### config.mk
export PLATFORM = sky130hd
export DESIGN_NAME = block_protect
export DESIGN_NICKNAME = d
export VERILOG_FILES = /design/src/prot_pkg.sv /design/src/region_map.sv /design/src/block_protect.sv
export VERILOG_INCLUDE_DIRS = /design/src
export SDC_FILE = /design/constraint.sdc
export NUM_CORES = 1
export LEC_CHECK = 0
export BUFFER_PORTS_ARGS = -buffer_cell sky130_fd_sc_hd__buf_2
export CAP_MARGIN = 40
export CELL_PAD_IN_SITES_DETAIL_PLACEMENT = 1
export CELL_PAD_IN_SITES_GLOBAL_PLACEMENT = 1
export CORE_MARGIN = 2
export CORE_UTILIZATION = 33
export DETAILED_ROUTE_END_ITERATION = 8
export GPL_TIMING_DRIVEN = 0
export PLACE_DENSITY = 0.94
export SKIP_LAST_GASP = 1
export SLEW_MARGIN = 20
export SYNTH_ARGS = -nofsm -noshare
export SYNTH_HDL_FRONTEND = slang
export SYNTH_SLANG_ARGS = --single-unit
export TNS_END_PERCENT = 1
### constraint.sdc
create_clock -name clk -period 3.8 [get_ports clk]
set_input_delay 0.76 -clock clk [delete_from_list [all_inputs] [get_ports clk]]
set_output_delay 0.76 -clock clk [all_outputs]
set_load 0.01 [all_outputs]
### src/prot_defines.svh
`ifndef PROT_DEFINES_SVH
`define PROT_DEFINES_SVH
// ----------------------------------------
// Register offsets (byte addresses)
// ----------------------------------------
`define OFS_BLOCK_WRITE_LOCK 22'h30000a
`define OFS_SPECIAL_WRITE_LOCK 22'h30000b
`define OFS_BLOCK_TABLE_READ_LOCK 22'h30000c
`define OFS_BOOT_TABLE_READ_LOCK 22'h30000d
`define OFS_IDENT_LOW 22'h3ffffe
`define OFS_IDENT_HIGH 22'h3fffff
// ----------------------------------------
// Field positions and masks
// ----------------------------------------
`define BWL_MASK 8'h0f
`define SWL_MASK 8'he0
`define BTRL_MASK 8'h0f
`define BOOT_TRL_MASK 8'h40
`define BIT_EEPROM_LOCK 7
`define BIT_BOOT_LOCK 6
`define BIT_CONFIG_LOCK 5
`define BIT_BOOT_FENCE 6
`define UNPROG_VALUE 8'hff
`define ZERO_BYTE 8'h00
`endif

### src/prot_pkg.sv
`default_nettype none
package prot_pkg;
  // Access request toward program memory
  typedef struct packed {
    logic valid;
    logic is_write;
    logic [21:0] addr;
    logic [21:0] exec_addr;
  } mem_req_s;
  // Region of an address
  typedef enum logic [2:0] {
    REG_BOOT,
    REG_B0,
    REG_B1,
    REG_B2,
    REG_B3,
    REG_NONE
  } region_e;
  // Register bus request
  typedef struct packed {
    logic wr;
    logic rd;
    logic [21:0] addr;
    logic [7:0] wdata;
  } reg_req_s;
endpackage : prot_pkg
`default_nettype wire

### src/region_map.sv
`default_nettype none
module region_map #(
  parameter logic [21:0] BOOT_END = 22'h0001ff,
  parameter logic [21:0] B0_END = 22'h000fff,
  parameter logic [21:0] B1_END = 22'h001fff,
  parameter logic [21:0] B2_END = 22'h002fff,
  parameter logic [21:0] B3_END = 22'h003fff
) (
  // Address in, region out
  input wire logic [21:0] addr,
  output var prot_pkg::region_e region
);
  // Overlapping ranges would let one address pick up the wrong lock bits
  if (!(BOOT_END < B0_END && B0_END < B1_END && B1_END < B2_END && B2_END < B3_END)) begin : g_bad_ends
    $error("region ends must ascend");
  end
  always_comb begin
    if (addr <= BOOT_END) begin
      region = prot_pkg::REG_BOOT;
    end else if (addr <= B0_END) begin
      region = prot_pkg::REG_B0;
    end else if (addr <= B1_END) begin
      region = prot_pkg::REG_B1;
    end else if (addr <= B2_END) begin
      region = prot_pkg::REG_B2;
    end else if (addr <= B3_END) begin
      region = prot_pkg::REG_B3;
    end else begin
      region = prot_pkg::REG_NONE;
    end
  end
endmodule : region_map
`default_nettype wire

### src/block_protect.sv
// Decided for this implementation: the plain strobed port.
`include "prot_defines.svh"
`default_nettype none
module block_protect #(
  parameter logic [21:0] BOOT_END = 22'h0001ff,
  parameter logic [21:0] B0_END = 22'h000fff,
  parameter logic [21:0] B1_END = 22'h001fff,
  parameter logic [21:0] B2_END = 22'h002fff,
  parameter logic [21:0] B3_END = 22'h003fff,
  parameter int NUM_BLOCKS = 4,
  // Arbitrary identity values
  parameter logic [2:0] PART_IDENT_LOW = 3'h6,
  parameter logic [7:0] PART_IDENT_HIGH = 8'h5a,
  parameter logic [4:0] SILICON_REVISION = 5'h01
) (
  // Clock and reset
  input wire logic clk,
  input wire logic resetn,
  // Mode
  input wire logic prog_mode,
  // Register port
  input wire prot_pkg::reg_req_s reg_req,
  output logic [7:0] rdata,
  // Program memory access check
  input wire prot_pkg::mem_req_s mem_req,
  output logic mem_grant,
  output logic mem_deny,
  // Data EEPROM write check
  input wire logic ee_wr_req,
  output logic ee_wr_grant,
  output logic ee_wr_deny,
  // Live lock state
  output logic config_write_lock
);
  // Lock decode below serves exactly four blocks
  if (NUM_BLOCKS != 4) begin : g_bad_blocks
    $error("NUM_BLOCKS must be 4");
  end

  // ----------------------------------------
  // State
  // ----------------------------------------
  typedef struct packed {
    logic [7:0] bwl;
    logic [7:0] swl;
    logic [7:0] btrl;
    logic [7:0] boot_trl;
    logic [7:0] rdata;
    logic mem_grant;
    logic mem_deny;
    logic ee_grant;
    logic ee_deny;
  } state_s;

  state_s st_ff;
  state_s nxt_st;

  prot_pkg::region_e tgt_region;
  prot_pkg::region_e exec_region;

  region_map #(
    .BOOT_END(BOOT_END),
    .B0_END(B0_END),
    .B1_END(B1_END),
    .B2_END(B2_END),
    .B3_END(B3_END)
  ) u_map_tgt (
    .addr(mem_req.addr),
    .region(tgt_region)
  );

  region_map #(
    .BOOT_END(BOOT_END),
    .B0_END(B0_END),
    .B1_END(B1_END),
    .B2_END(B2_END),
    .B3_END(B3_END)
  ) u_map_exec (
    .addr(mem_req.exec_addr),
    .region(exec_region)
  );

  // ----------------------------------------
  // Lock decode for the addressed region
  // ----------------------------------------
  logic wlock_n;
  logic fence_n;
  logic cfg_target;

  always_comb begin
    wlock_n = 1'b1;
    fence_n = 1'b1;
    case (tgt_region)
      prot_pkg::REG_BOOT: begin
        wlock_n = st_ff.swl[`BIT_BOOT_LOCK];
        fence_n = st_ff.boot_trl[`BIT_BOOT_FENCE];
      end
      prot_pkg::REG_B0: begin
        wlock_n = st_ff.bwl[0];
        fence_n = st_ff.btrl[0];
      end
      prot_pkg::REG_B1: begin
        wlock_n = st_ff.bwl[1];
        fence_n = st_ff.btrl[1];
      end
      prot_pkg::REG_B2: begin
        wlock_n = st_ff.bwl[2];
        fence_n = st_ff.btrl[2];
      end
      prot_pkg::REG_B3: begin
        wlock_n = st_ff.bwl[3];
        fence_n = st_ff.btrl[3];
      end
      default: begin
        wlock_n = 1'b1;
        fence_n = 1'b1;
      end
    endcase
  end

  assign cfg_target = (reg_req.addr == `OFS_BLOCK_WRITE_LOCK) ||
                      (reg_req.addr == `OFS_SPECIAL_WRITE_LOCK) ||
                      (reg_req.addr == `OFS_BLOCK_TABLE_READ_LOCK) ||
                      (reg_req.addr == `OFS_BOOT_TABLE_READ_LOCK);

  // ----------------------------------------
  // Next state
  // ----------------------------------------
  logic cfg_ok;
  logic mem_ok;

  always_comb begin
    nxt_st = st_ff;
    cfg_ok = reg_req.wr && cfg_target &&
             (st_ff.swl[`BIT_CONFIG_LOCK] || prog_mode);
    if (cfg_ok) begin
      if (reg_req.addr == `OFS_BLOCK_WRITE_LOCK) begin
        nxt_st.bwl = reg_req.wdata & `BWL_MASK;
      end else if (reg_req.addr == `OFS_SPECIAL_WRITE_LOCK) begin
        nxt_st.swl[`BIT_EEPROM_LOCK] = reg_req.wdata[`BIT_EEPROM_LOCK];
        nxt_st.swl[`BIT_BOOT_LOCK] = reg_req.wdata[`BIT_BOOT_LOCK];
        if (prog_mode) begin
          nxt_st.swl[`BIT_CONFIG_LOCK] = reg_req.wdata[`BIT_CONFIG_LOCK];
        end
      end else if (reg_req.addr == `OFS_BLOCK_TABLE_READ_LOCK) begin
        nxt_st.btrl = reg_req.wdata & `BTRL_MASK;
      end else begin
        nxt_st.boot_trl = reg_req.wdata & `BOOT_TRL_MASK;
      end
    end

    // Register read data, one cycle after the strobe
    nxt_st.rdata = `ZERO_BYTE;
    if (reg_req.rd) begin
      if (reg_req.addr == `OFS_BLOCK_WRITE_LOCK) begin
        nxt_st.rdata = st_ff.bwl;
      end else if (reg_req.addr == `OFS_SPECIAL_WRITE_LOCK) begin
        nxt_st.rdata = st_ff.swl;
      end else if (reg_req.addr == `OFS_BLOCK_TABLE_READ_LOCK) begin
        nxt_st.rdata = st_ff.btrl;
      end else if (reg_req.addr == `OFS_BOOT_TABLE_READ_LOCK) begin
        nxt_st.rdata = st_ff.boot_trl;
      end else if (reg_req.addr == `OFS_IDENT_LOW) begin
        nxt_st.rdata = {PART_IDENT_LOW, SILICON_REVISION};
      end else if (reg_req.addr == `OFS_IDENT_HIGH) begin
        nxt_st.rdata = PART_IDENT_HIGH;
      end else begin
        nxt_st.rdata = `ZERO_BYTE;
      end
    end

    // Program memory check: verdict one cycle after a valid request
    mem_ok = 1'b1;
    if (mem_req.is_write) begin
      mem_ok = wlock_n;
    end else if (tgt_region != exec_region) begin
      mem_ok = fence_n;
    end
    nxt_st.mem_grant = mem_req.valid && mem_ok;
    nxt_st.mem_deny = mem_req.valid && !mem_ok;

    nxt_st.ee_grant = ee_wr_req && st_ff.swl[`BIT_EEPROM_LOCK];
    nxt_st.ee_deny = ee_wr_req && !st_ff.swl[`BIT_EEPROM_LOCK];
  end

  // ----------------------------------------
  // Registers
  // ----------------------------------------
  // lock registers reset to unprogrammed value under their masks; rdata, grants and denies reset to zero
  always_ff @(posedge clk or negedge resetn) begin
    if (!resetn) begin
      st_ff <= '{bwl: `UNPROG_VALUE & `BWL_MASK,
                 swl: `UNPROG_VALUE & `SWL_MASK,
                 btrl: `UNPROG_VALUE & `BTRL_MASK,
                 boot_trl: `UNPROG_VALUE & `BOOT_TRL_MASK,
                 rdata: `ZERO_BYTE,
                 mem_grant: 1'b0,
                 mem_deny: 1'b0,
                 ee_grant: 1'b0,
                 ee_deny: 1'b0};
    end else begin
      st_ff <= nxt_st;
    end
  end

  assign rdata = st_ff.rdata;
  assign mem_grant = st_ff.mem_grant;
  assign mem_deny = st_ff.mem_deny;
  assign ee_wr_grant = st_ff.ee_grant;
  assign ee_wr_deny = st_ff.ee_deny;
  assign config_write_lock = st_ff.swl[`BIT_CONFIG_LOCK];

  // ----------------------------------------
  // Assertions
  // ----------------------------------------
  property p_ee_deny;
    @(posedge clk) disable iff (!resetn)
      (ee_wr_req && !st_ff.swl[`BIT_EEPROM_LOCK]) |=> (ee_wr_deny && !ee_wr_grant);
  endproperty
  a_ee_deny: assert property (p_ee_deny) else $error("eeprom write not refused");

  property p_ee_grant;
    @(posedge clk) disable iff (!resetn)
      (ee_wr_req && st_ff.swl[`BIT_EEPROM_LOCK]) |=> ee_wr_grant;
  endproperty
  a_ee_grant: assert property (p_ee_grant) else $error("eeprom write not granted");

  property p_blk_write;
    @(posedge clk) disable iff (!resetn)
      (mem_req.valid && mem_req.is_write && tgt_region == prot_pkg::REG_B0 && !st_ff.bwl[0])
      |=> mem_deny;
  endproperty
  a_blk_write: assert property (p_blk_write) else $error("locked block write passed");

  property p_boot_write;
    @(posedge clk) disable iff (!resetn)
      (mem_req.valid && mem_req.is_write && tgt_region == prot_pkg::REG_BOOT &&
       !st_ff.swl[`BIT_BOOT_LOCK]) |=> mem_deny;
  endproperty
  a_boot_write: assert property (p_boot_write) else $error("locked boot write passed");

  property p_cfg_lock;
    @(posedge clk) disable iff (!resetn)
      (!st_ff.swl[`BIT_CONFIG_LOCK] && !prog_mode) |=> $stable(st_ff.bwl);
  endproperty
  a_cfg_lock: assert property (p_cfg_lock) else $error("locked config changed");

  property p_cfg_bit_ro;
    @(posedge clk) disable iff (!resetn)
      !prog_mode |=> $stable(config_write_lock);
  endproperty
  a_cfg_bit_ro: assert property (p_cfg_bit_ro) else $error("config lock changed");

  property p_fence;
    @(posedge clk) disable iff (!resetn)
      (mem_req.valid && !mem_req.is_write && tgt_region == prot_pkg::REG_B1 &&
       exec_region != prot_pkg::REG_B1 && !st_ff.btrl[1]) |=> mem_deny;
  endproperty
  a_fence: assert property (p_fence) else $error("fenced table read passed");

  property p_boot_fence;
    @(posedge clk) disable iff (!resetn)
      (mem_req.valid && !mem_req.is_write && tgt_region == prot_pkg::REG_BOOT &&
       exec_region != prot_pkg::REG_BOOT && !st_ff.boot_trl[`BIT_BOOT_FENCE]) |=> mem_deny;
  endproperty
  a_boot_fence: assert property (p_boot_fence) else $error("boot fence read passed");

  property p_reserved_zero;
    @(posedge clk) disable iff (!resetn)
      (st_ff.bwl & ~`BWL_MASK) == `ZERO_BYTE && (st_ff.btrl & ~`BTRL_MASK) == `ZERO_BYTE;
  endproperty
  a_reserved_zero: assert property (p_reserved_zero) else $error("reserved bit set");

  property p_ident;
    @(posedge clk) disable iff (!resetn)
      (reg_req.rd && reg_req.addr == `OFS_IDENT_LOW) |=>
        rdata == {PART_IDENT_LOW, SILICON_REVISION};
  endproperty
  a_ident: assert property (p_ident) else $error("ident low wrong");

  property p_ident_hi;
    @(posedge clk) disable iff (!resetn)
      (reg_req.rd && reg_req.addr == `OFS_IDENT_HIGH) |=> rdata == PART_IDENT_HIGH;
  endproperty
  a_ident_hi: assert property (p_ident_hi) else $error("ident high wrong");
endmodule : block_protect
`default_nettype wire

# After elaboration in Yosys (flattened, before gate mapping)
# Cells that the tools add are included.
word_totals:
  word_cells: 73
  in_bits: 82
  regBits: 24
op_classes:
  n_lt_le_gt_ge: 10
  n_eq_ne: 11
  n_mux: 21
  bitwise: 3
  n_reduce_logical: 18
op_table:
  columns: ["operator", "count"]
  rows:
  - ["equality test 22 bit (second input constant)", 6]
  - ["<= comparator 22 x 14 -> 1 bit (second input constant)", 4]
  - ["two-way mux 8 bit", 6]
  - ["<= comparator 22 x 12 -> 1 bit (second input constant)", 2]
  - ["<= comparator 22 x 13 -> 1 bit (second input constant)", 2]
  - ["<= comparator 22 x 9 -> 1 bit (second input constant)", 2]
  - ["two-way mux 3 bit", 8]
  - ["AND reduction 4 bit", 3]
  - ["case mux 1 bit (5 select lines)", 2]
  - ["two-way mux 7 bit", 1]
  - ["equality test 3 x 2 -> 1 bit (second input constant)", 2]
  - ["logical AND 1 bit", 6]
  - ["logical OR 1 bit", 4]
  - ["two-way mux 1 bit", 4]
  - ["equality test 3 x 1 -> 1 bit (second input constant)", 1]
  - ["equality test 3 bit (second input constant)", 1]
  - ["logical NOT 3 bit", 1]
  - ["inequality test 3 bit", 1]
  - ["inverter 1 bit", 3]
  - ["AND reduction 3 bit", 1]
  - ["logical NOT 1 bit", 2]
  - ["AND reduction 2 bit", 1]

# Depth between registers and ports, before layout
# Gate-level depths: netlist of run 1.
logic_depth:
  depth_word: 12
  ltp_mapped: 6
  mapped_depth_nobuf: 5

# By module
# From an unflattened synthesis of run 1, not the netlist that was laid out.
hier_totals:
  cells_unflattened: 136
  area_unflattened_um2: 1468.9
modules_own_cells:
  columns: ["module", "instances", "area_per_inst_um2", "cells_per_inst", "seq_area_each_um2"]
  rows:
  - ["block_protect", 1, 1343.8, 120, 615.6]
  - ["region_map", 2, 62.6, 8, 0.0]

# Least setup slack after synthesis of run 1
# Ideal clock, no wire load.
synth_path:
  path_kind: "input-to-reg"
  startpoint: "input port reg_req[21] (netlist bit)"
  endpoint: "register st_ff[20] (netlist bit)"
  slack_ns: 1.684
  arrival_ns: 2.034
  stages: 6
  t_required_ns: 3.718
  setup_time_ns: 0.082
  path_buffers: 1
  path_cell_list: "nor4_2 and4_4 and2b_4 and3_1 buf_6 mux2_4"
synth_between:
  elab_chain_cells: 7
  elab_cells_between_ends: 12
  cone_classes: "eq/ne: 4; bitwise: 2; reduce/logical: 6"
synth_lines:
  columns: ["item", "line_no", "rtl"]
  rows:
  - ["start: declaration", "block_protect.sv:22", "input wire prot_pkg::reg_req_s reg_req,"]
  - ["equality test 22 bit (no source line)", null, null]
  - ["logical OR 1 bit (3 in series)", "block_protect.sv:121", "assign cfg_target = (reg_req.addr == `OFS_BLOCK_WRITE_LOCK) ||"]
  - ["logical AND 1 bit (2 in series)", "block_protect.sv:134", "cfg_ok = reg_req.wr && cfg_target &&"]
  - ["AND reduction 4 bit (no source line) *", null, null]
  - ["end signal: assignment", "block_protect.sv:192", "st_ff <= '{bwl: `UNPROG_VALUE & `BWL_MASK,"]
  - ["end signal: assignment", "block_protect.sv:202", "st_ff <= nxt_st;"]
  - ["end: declaration", "block_protect.sv:55", "state_s st_ff;"]
# Every way passes the cells marked *; elsewhere a longest branch is shown, timed or not.
# A chain may end at the register's enable or synchronous reset.

==> run_results.csv, run 1 <==
group,metric,value,unit
run_status,status,"completed",
drt,dr.first_iter.drc_count,28,
clock_tree,cts_sinks,24,
layout,syn2layout_area_growth,32.80,%
clock_tree,cts_tree,"done",
layout,n_antenna_cell,0,
clock_tree,clk_pin_slew_worst_paths,80,ps
logic_synthesis,syn_nets,219,
sta,setup_viol,0,
placement,pre_cts_ws,1390,ps
clock_tree,cts-hold-fix-buffers,0,
pwr,switching_power,0.1184,mW
critical_path,rr_endpoint,"st_ff[20]$_DFFE_PN1P_",
pwr,p_leak,0.9141,nW
job,drv_cap,0,
drt,antenna_left,0,
logic_synthesis,ys_types,42,
critical_path,crit_start,"mem_req[41]",
critical_path,path_class,"in -> reg",
pwr,vdd_ir_drop_max,0.1007,mV
die,die_h,70.97,um
logic_synthesis,yosysSeqAreaShare,41.59,%
critical_path,endpoint_kind,"register",
logic_synthesis,syn_inst,137,
layout,postLayoutCoreUtil,45.46,%
hold_path,hold_path_class,"in -> async",
clock_tree,cts_setup_buffers,0,
global_route,grt_pass1_vias,1579,
critical_path,crit_path_start_kind,"input port",
sta,post-route-min-period,2103,ps
clock_tree,cts_buffers,3,
sta,finalCritPeriodShare,55.35,%
critical_path,critPathMaxFanout,4,
layout,final_area,0.001966,mm2
sta,finalClockSkew,2.004,ps
die,start_util,34.23,%
pwr,switching_share,23.67,%
pwr,cellPowerDensity,254.6,mW/mm2
logic_synthesis,synth.ff_latch_count,24,
critical_path,rr_startpoint,"config_write_lock$_DFFE_PN1P_",
sta,worst_pin_slew,631.6,ps
drt,dr.pass1.iters,4,
layout,final_nets,297,
logic_synthesis,synth_top_cell_by_area,"dfstp_2",
logic_synthesis,async_flop_share,100.0,%
logic_synthesis,synth_edf_count,0,
sta,fin_tns_setup,0,ps
die,ioPinCount,95,
die,die-area,0.005037,mm2
sta,finalMaxSlewViolations,0,
sta,relSlewSlack,57.51,%
logic_synthesis,synth-main-ff-cell,"dfstp_2",
sta,finalHoldViolCount,0,
critical_path,cp-endpoint,"mem_grant$_DFF_PN0_",
critical_path,cp.arrival,2270,ps
global_route,grt_pass1_wl,7169,um
global_route,antenna_found_initial,0,
die,die_w,70.97,um
placement,port_buffers,73,
pwr,p_comb_share,13.6,%
clock_tree,htreeDepth,1,
sta,rsz0062_at_grt,"no",
logic_synthesis,synth_top_cell_area_share,21.30,%
placement,placed_cell_area,0.001911,mm2
layout,drive_gt1_share,56.54,%
critical_path,crit_path_top_delay_cell,"nor4_1",
pwr,p_int,0.3819,mW
sta,clock.fmax,475.4,MHz
pwr,p_seq_share,51.4,%
global_route,grt_max_degree,25,
logic_synthesis,yosys_warnings,0,
critical_path,critical-path-max-stage-delay,570,ps
drt,wl_per_cell,16.03,um
drt,drc,0,
global_route,grt_overflow,0,
sta,hold_slack,450.5,ps
critical_path,r2r_cells,4,
critical_path,rrSetupSlack,2330,ps
drt,vias,1402,
placement,hpwl,3496,um
clock_tree,postCtsResizedCells,0,
critical_path,crit_chain,"buf_2, nor4_1, and2_1, nor3b_1, o211ai_1, and3_1",
clock_tree,clk_latency,270,ps
critical_path,cp.required,3970,ps
sta,finalWorstSetupSlack,1697,ps
logic_synthesis,syn_area_per_cell,10.80,um2
clock_tree,root_buffer,"clkbuf_8",
drt,drt-total-wl,4264,um
logic_synthesis,synthTopCellsByArea,"dfstp_2 21%, dfrtp_1 20%, mux2_4 8.1%",
clock_tree,clk_path_buf_depth,2,
placement,place_congestion,0.7995,
global_route,track_usage,17.68,%
logic_synthesis,synthTopCellsByCount,"12 x dfrtp_1, 12 x dfstp_2, 11 x nand2_1",
drt,viasPerCell,5.271,
logic_synthesis,syn_area,0.001480,mm2
pwr,clkPwrFrac,35.0,%
die,core_area,0.004324,mm2
die,fp-row-count,24,
==> through the flow <==
| step | cells | power [mW] |
|---|---|---|
| floorplan | 137 | 0.2802 |
| global placement | 262 | 0.3264 |
| detailed placement | 262 | 0.3303 |
| CTS | 266 | 0.5021 |
| global route | 266 | 0.5210 |
| finish | 266 | 0.5004 |
==> critical path, delay by kind of cell <==
family | cells | cell delay, ps
and+or+nand+nor | 4 | 1250
AOI/OAI and AO/OA | 1 | 160
buffers and inverters | 1 | 100
==> registers in the layout, indices dropped and copies added, names as in the netlist <==
name	count
ee_wr_deny	1
config_write_lock	1
mem_deny	1
st_ff	11
rdata	8
ee_wr_grant	1
mem_grant	1
==> area by class of cell <==
| cell class | instances | area (um2) |
|---|---|---|
| clock buffers | 4 | 55.05 |
| repair buffers | 73 | 365.4 |
| multi-input cells | 101 | 774.5 |
| plain buffers | 12 | 90.09 |
| well taps | 52 | 65.06 |
| flip-flops and latches | 24 | 615.6 |
| fillers | 541 | 2359 |
==> cells in the final DEF (no fill, tap or decap), types with 4 or more instances in the layout <==
cell type / Yosys / final
a21oi_1: 4 / 4
and3_1: 5 / 5
buf_2: 0 / 73
buf_4: 8 / 8
clkbuf_8: 0 / 4
dfrtp_1: 12 / 12
dfstp_2: 12 / 12
mux2_4: 8 / 8
nand2_1: 11 / 11
nand3_1: 7 / 7
nand4_1: 7 / 7
nor2_1: 4 / 4
nor4_1: 7 / 7
==> worst min-delay path by stage <==
stage | from | endpoint | slack (ps) | cells after the start
6_report | resetn | mem_grant$_DFF_PN0_ | 450 | 1
5_1_grt | resetn | mem_deny$_DFF_PN0_ | 480 | 1
4_1_cts | resetn | ee_wr_grant$_DFF_PN0_ | 470 | 1
3_5_place_dp | config_write_lock$_DFFE_PN1P_ | rdata[5]$_DFF_PN0_ | 510 | 2
3_3_place_gp | config_write_lock$_DFFE_PN1P_ | rdata[5]$_DFF_PN0_ | 490 | 2
2_1_floorplan | resetn | ee_wr_deny$_DFF_PN0_ | 460 | 0
==> routing by layer <==
metal / vias to the layer above / share of wire (%) / GRT usage, %
li1: 665 / - / -
met1: 689 / 39 / 20.49
met2: 42 / 56 / 34.16
met3: 6 / 3.6 / 1.709
met4: 0 / 1.6 / 5.031
met5: - / 0 / 0
==> power by group through the flow <==
stage	Combinational [mW]	Sequential, mW	Clock, mW
2_1_floorplan	0.0177	0.262	0
3_5_place_dp	0.0686	0.262	0
3_3_place_gp	0.0647	0.262	0
6_report	0.0681	0.257	0.175
5_1_grt	0.0760	0.257	0.188
4_1_cts	0.0690	0.257	0.176
==> kinds of logic after synthesis <==
group | share of synthesized area, %
buf+inv | 6.086
mux | 14.71
flops | 41.59
compound gates | 8.960
simple gates | 27.47
xor+xnor | 1.184
Power figures use the tool's default switching activity.
==> inputs of run 2 (changes only) <==
Settings changed: ABC_AREA from default to 1, CORE_UTILIZATION 33 to 30, PLACE_DENSITY 0.94 to 0.89.
Clock period 3.8 ns to 2.1 ns, I/O delays scaled along.
==> run 2 against run 1 <==
Against the previous run:
- non-clock buffer count decreased by 1
- combinational power up 94%
- sequential cell count unchanged
- sequential share of layout area is 3.9 points lower
- clock power grew 130%
- setup slack worse by 1000 ps
- register-to-register slack worse by 1500 ps
- count of clock-buffer cells in the layout shrank 1
- area after synthesis increased by 15%
- worst hold slack worse by 330 ps
- largest cell class unchanged
- largest power group unchanged
==> run_results.csv, run 2 <==
group,metric,value,unit
run_status,status,"completed",
drt,drt-total-wl,4573,um
logic_synthesis,yosysSeqAreaShare,36.07,%
global_route,grt_max_degree,25,
critical_path,crit_path_start_kind,"input port",
placement,pre_cts_ws,379.3,ps
logic_synthesis,synth_top_cell_by_area,"dfstp_2",
logic_synthesis,synthTopCellsByCount,"60 x nand2_1, 38 x inv_1, 36 x nor2_1",
global_route,grt_pass1_wl,7769,um
sta,rsz0062_at_grt,"no",
sta,finalWorstSetupSlack,677.3,ps
clock_tree,root_buffer,"clkbuf_8",
critical_path,rr_endpoint,"st_ff[35]$_DFFE_PN1P_",
die,die_w,79.43,um
critical_path,path_class,"in -> reg",
clock_tree,postCtsResizedCells,0,
sta,relSlewSlack,64.79,%
global_route,grt_pass1_vias,1744,
global_route,track_usage,15.32,%
logic_synthesis,syn_inst,245,
placement,place_congestion,0.7440,
layout,layout_commonest_cell,"buf_2",
critical_path,rr_startpoint,"config_write_lock$_DFFE_PN1P_",
clock_tree,cts_buffers,3,
logic_synthesis,async_flop_share,100.0,%
logic_synthesis,synth_top_cell_area_share,18.48,%
logic_synthesis,synth_edf_count,0,
drt,vias,1793,
die,core_area,0.005507,mm2
drt,wl_per_cell,11.55,um
die,die-area,0.006308,mm2
drt,dr.pass1.iters,4,
clock_tree,cts_sinks,24,
logic_synthesis,syn_nets,327,
pwr,p_leak,1.245,nW
logic_synthesis,yosysMostFrequentCell,"nand2_1",
critical_path,endpoint_kind,"register",
logic_synthesis,ys_types,26,
sta,post-route-min-period,1423,ps
layout,multi_input_area,857.1,um2
pwr,clkPwrFrac,40.3,%
die,die_h,79.43,um
critical_path,cp.required,2300,ps
critical_path,crit_path_top_delay_cell,"nand3_4",
clock_tree,htreeDepth,1,
layout,fillCellCount,744,
drt,antenna_left,0,
drt,drc,0,
clock_tree,cts_setup_buffers,0,
layout,largest_reg_flops,11,
logic_synthesis,syn_area_per_cell,6.966,um2
logic_synthesis,synth-main-ff-cell,"dfstp_2",
pwr,p_seq_share,46.5,%
sta,clock.fmax,702.9,MHz
placement,port_buffers,75,
pwr,p_int,0.7775,mW
hold_path,hold_path_class,"in -> async",
layout,drive_gt1_share,38.27,%
logic_synthesis,synth.ff_latch_count,24,
layout,final_nets,407,
layout,top_register,"st_ff",
critical_path,r2r_cells,4,
die,fp-row-count,27,
critical_path,critical-path-max-stage-delay,160,ps
global_route,antenna_found_initial,0,
layout,n_antenna_cell,0,
clock_tree,clk_path_buf_depth,2,
pwr,vdd_ir_drop_max,0.2320,mV
clock_tree,clk_pin_slew_worst_paths,90,ps
critical_path,rrSetupSlack,790,ps
drt,dr.first_iter.drc_count,47,
logic_synthesis,synthTopCellsByArea,"dfstp_2 18%, dfrtp_1 18%, nand2_1 13%",
global_route,grt_overflow,0,
sta,finalMaxSlewViolations,0,
placement,hpwl,3991,um
drt,viasPerCell,4.528,
sta,worst_pin_slew,528.1,ps
pwr,switching_power,0.2230,mW
logic_synthesis,syn_area,0.001707,mm2
sta,setup_viol,0,
sta,finalHoldViolCount,0,
layout,syn2layout_area_growth,31.45,%
critical_path,critPathMaxFanout,8,
critical_path,crit_chain,"buf_2, nor2_1, nand3_1, nor2_1, nand2_2, clkinv_2, nand3_2, nand3_4, nand3_4, o21ai_1",
sta,finalClockSkew,6.412,ps
pwr,cellPowerDensity,446.0,mW/mm2
layout,final_cell_mix,"75 x buf_2, 60 x nand2_1, 38 x inv_1, 36 x nor2_1, 17 x nand3_1",
sta,fin_tns_setup,0,ps
die,ioPinCount,95,
sta,finalCritPeriodShare,67.75,%
clock_tree,cts_tree,"done",
clock_tree,clk_latency,270,ps
job,drv_cap,0,
pwr,p_comb_share,13.2,%
pwr,switching_share,22.29,%
clock_tree,cts-hold-fix-buffers,0,
die,start_util,30.99,%
critical_path,cp.arrival,1630,ps
layout,register_area,615.6,um2
logic_synthesis,yosys_warnings,0,
[run 2: power groups by stage]
stage	sequential, mW	combinational [mW]	clock [mW]
6_report	0.465	0.132	0.403
3_3_place_gp	0.473	0.128	0
4_1_cts	0.466	0.135	0.419
2_1_floorplan	0.475	0.0457	0
5_1_grt	0.466	0.151	0.433
3_5_place_dp	0.474	0.134	0
[run 2: stage by stage]
stage	total power [mW]	cell area, um2	util (%)	hold WS [ps]	instances
after CTS	1.020	2243	40.74	131.7	396
after global placement	0.6018	2172	39.45	423.9	392
final	1.001	2243	40.74	119.5	396
after global routing	1.050	2243	40.74	145.0	396
after floorplan	0.5206	1707	-	124.4	245
after detailed placement	0.6080	2172	39.45	430.7	392
[run 2: per-layer routing]
layer,vias up,track usage (%),part of all wire (%)
li1,920,-,-
met1,837,19.32,44
met2,30,26.81,51
met3,6,3.054,3.5
met4,0,3.621,1.2
met5,-,0,0
[run 2: worst max-delay path by stage]
| stage | startpoint | endpoint | slack, ps | depth (start not counted) |
|---|---|---|---|---|
| floorplan | reg_req[12] | st_ff[35]$_DFFE_PN1P_ | 640 | 7 |
| global route | mem_req[16] | mem_grant$_DFF_PN0_ | 460 | 12 |
| global placement | reg_req[18] | st_ff[20]$_DFFE_PN1P_ | 430 | 11 |
| detailed placement | reg_req[23] | st_ff[21]$_DFFE_PN1P_ | 380 | 10 |
| finish | reg_req[18] | st_ff[21]$_DFFE_PN1P_ | 680 | 10 |
| CTS | reg_req[23] | st_ff[21]$_DFFE_PN1P_ | 670 | 10 |
[run 2: cell type report]
cell class / count / area share (%)
clock buffers: 3 / 1.840
flip-flops and latches: 24 / 27.44
multi-input cells: 168 / 38.20
well taps: 72 / 4.016
inverters: 44 / 7.418
clock inverters: 1 / 1.339
plain buffers: 9 / 3.012
repair buffers: 75 / 16.73
[run 2: logic make-up after synthesis]
group,synth area share [%]
flip-flops,36.07
AO/OA/AOI/OAI,6.305
multiplexers,0.8795
buffers and inverters,13.71
AND/OR/NAND/NOR,43.04
[run 2: critical path, delay by kind of cell]
family | cells | cell delay (ps)
buf+inv | 2 | 210
simple gates | 7 | 820
compound gates | 1 | 160
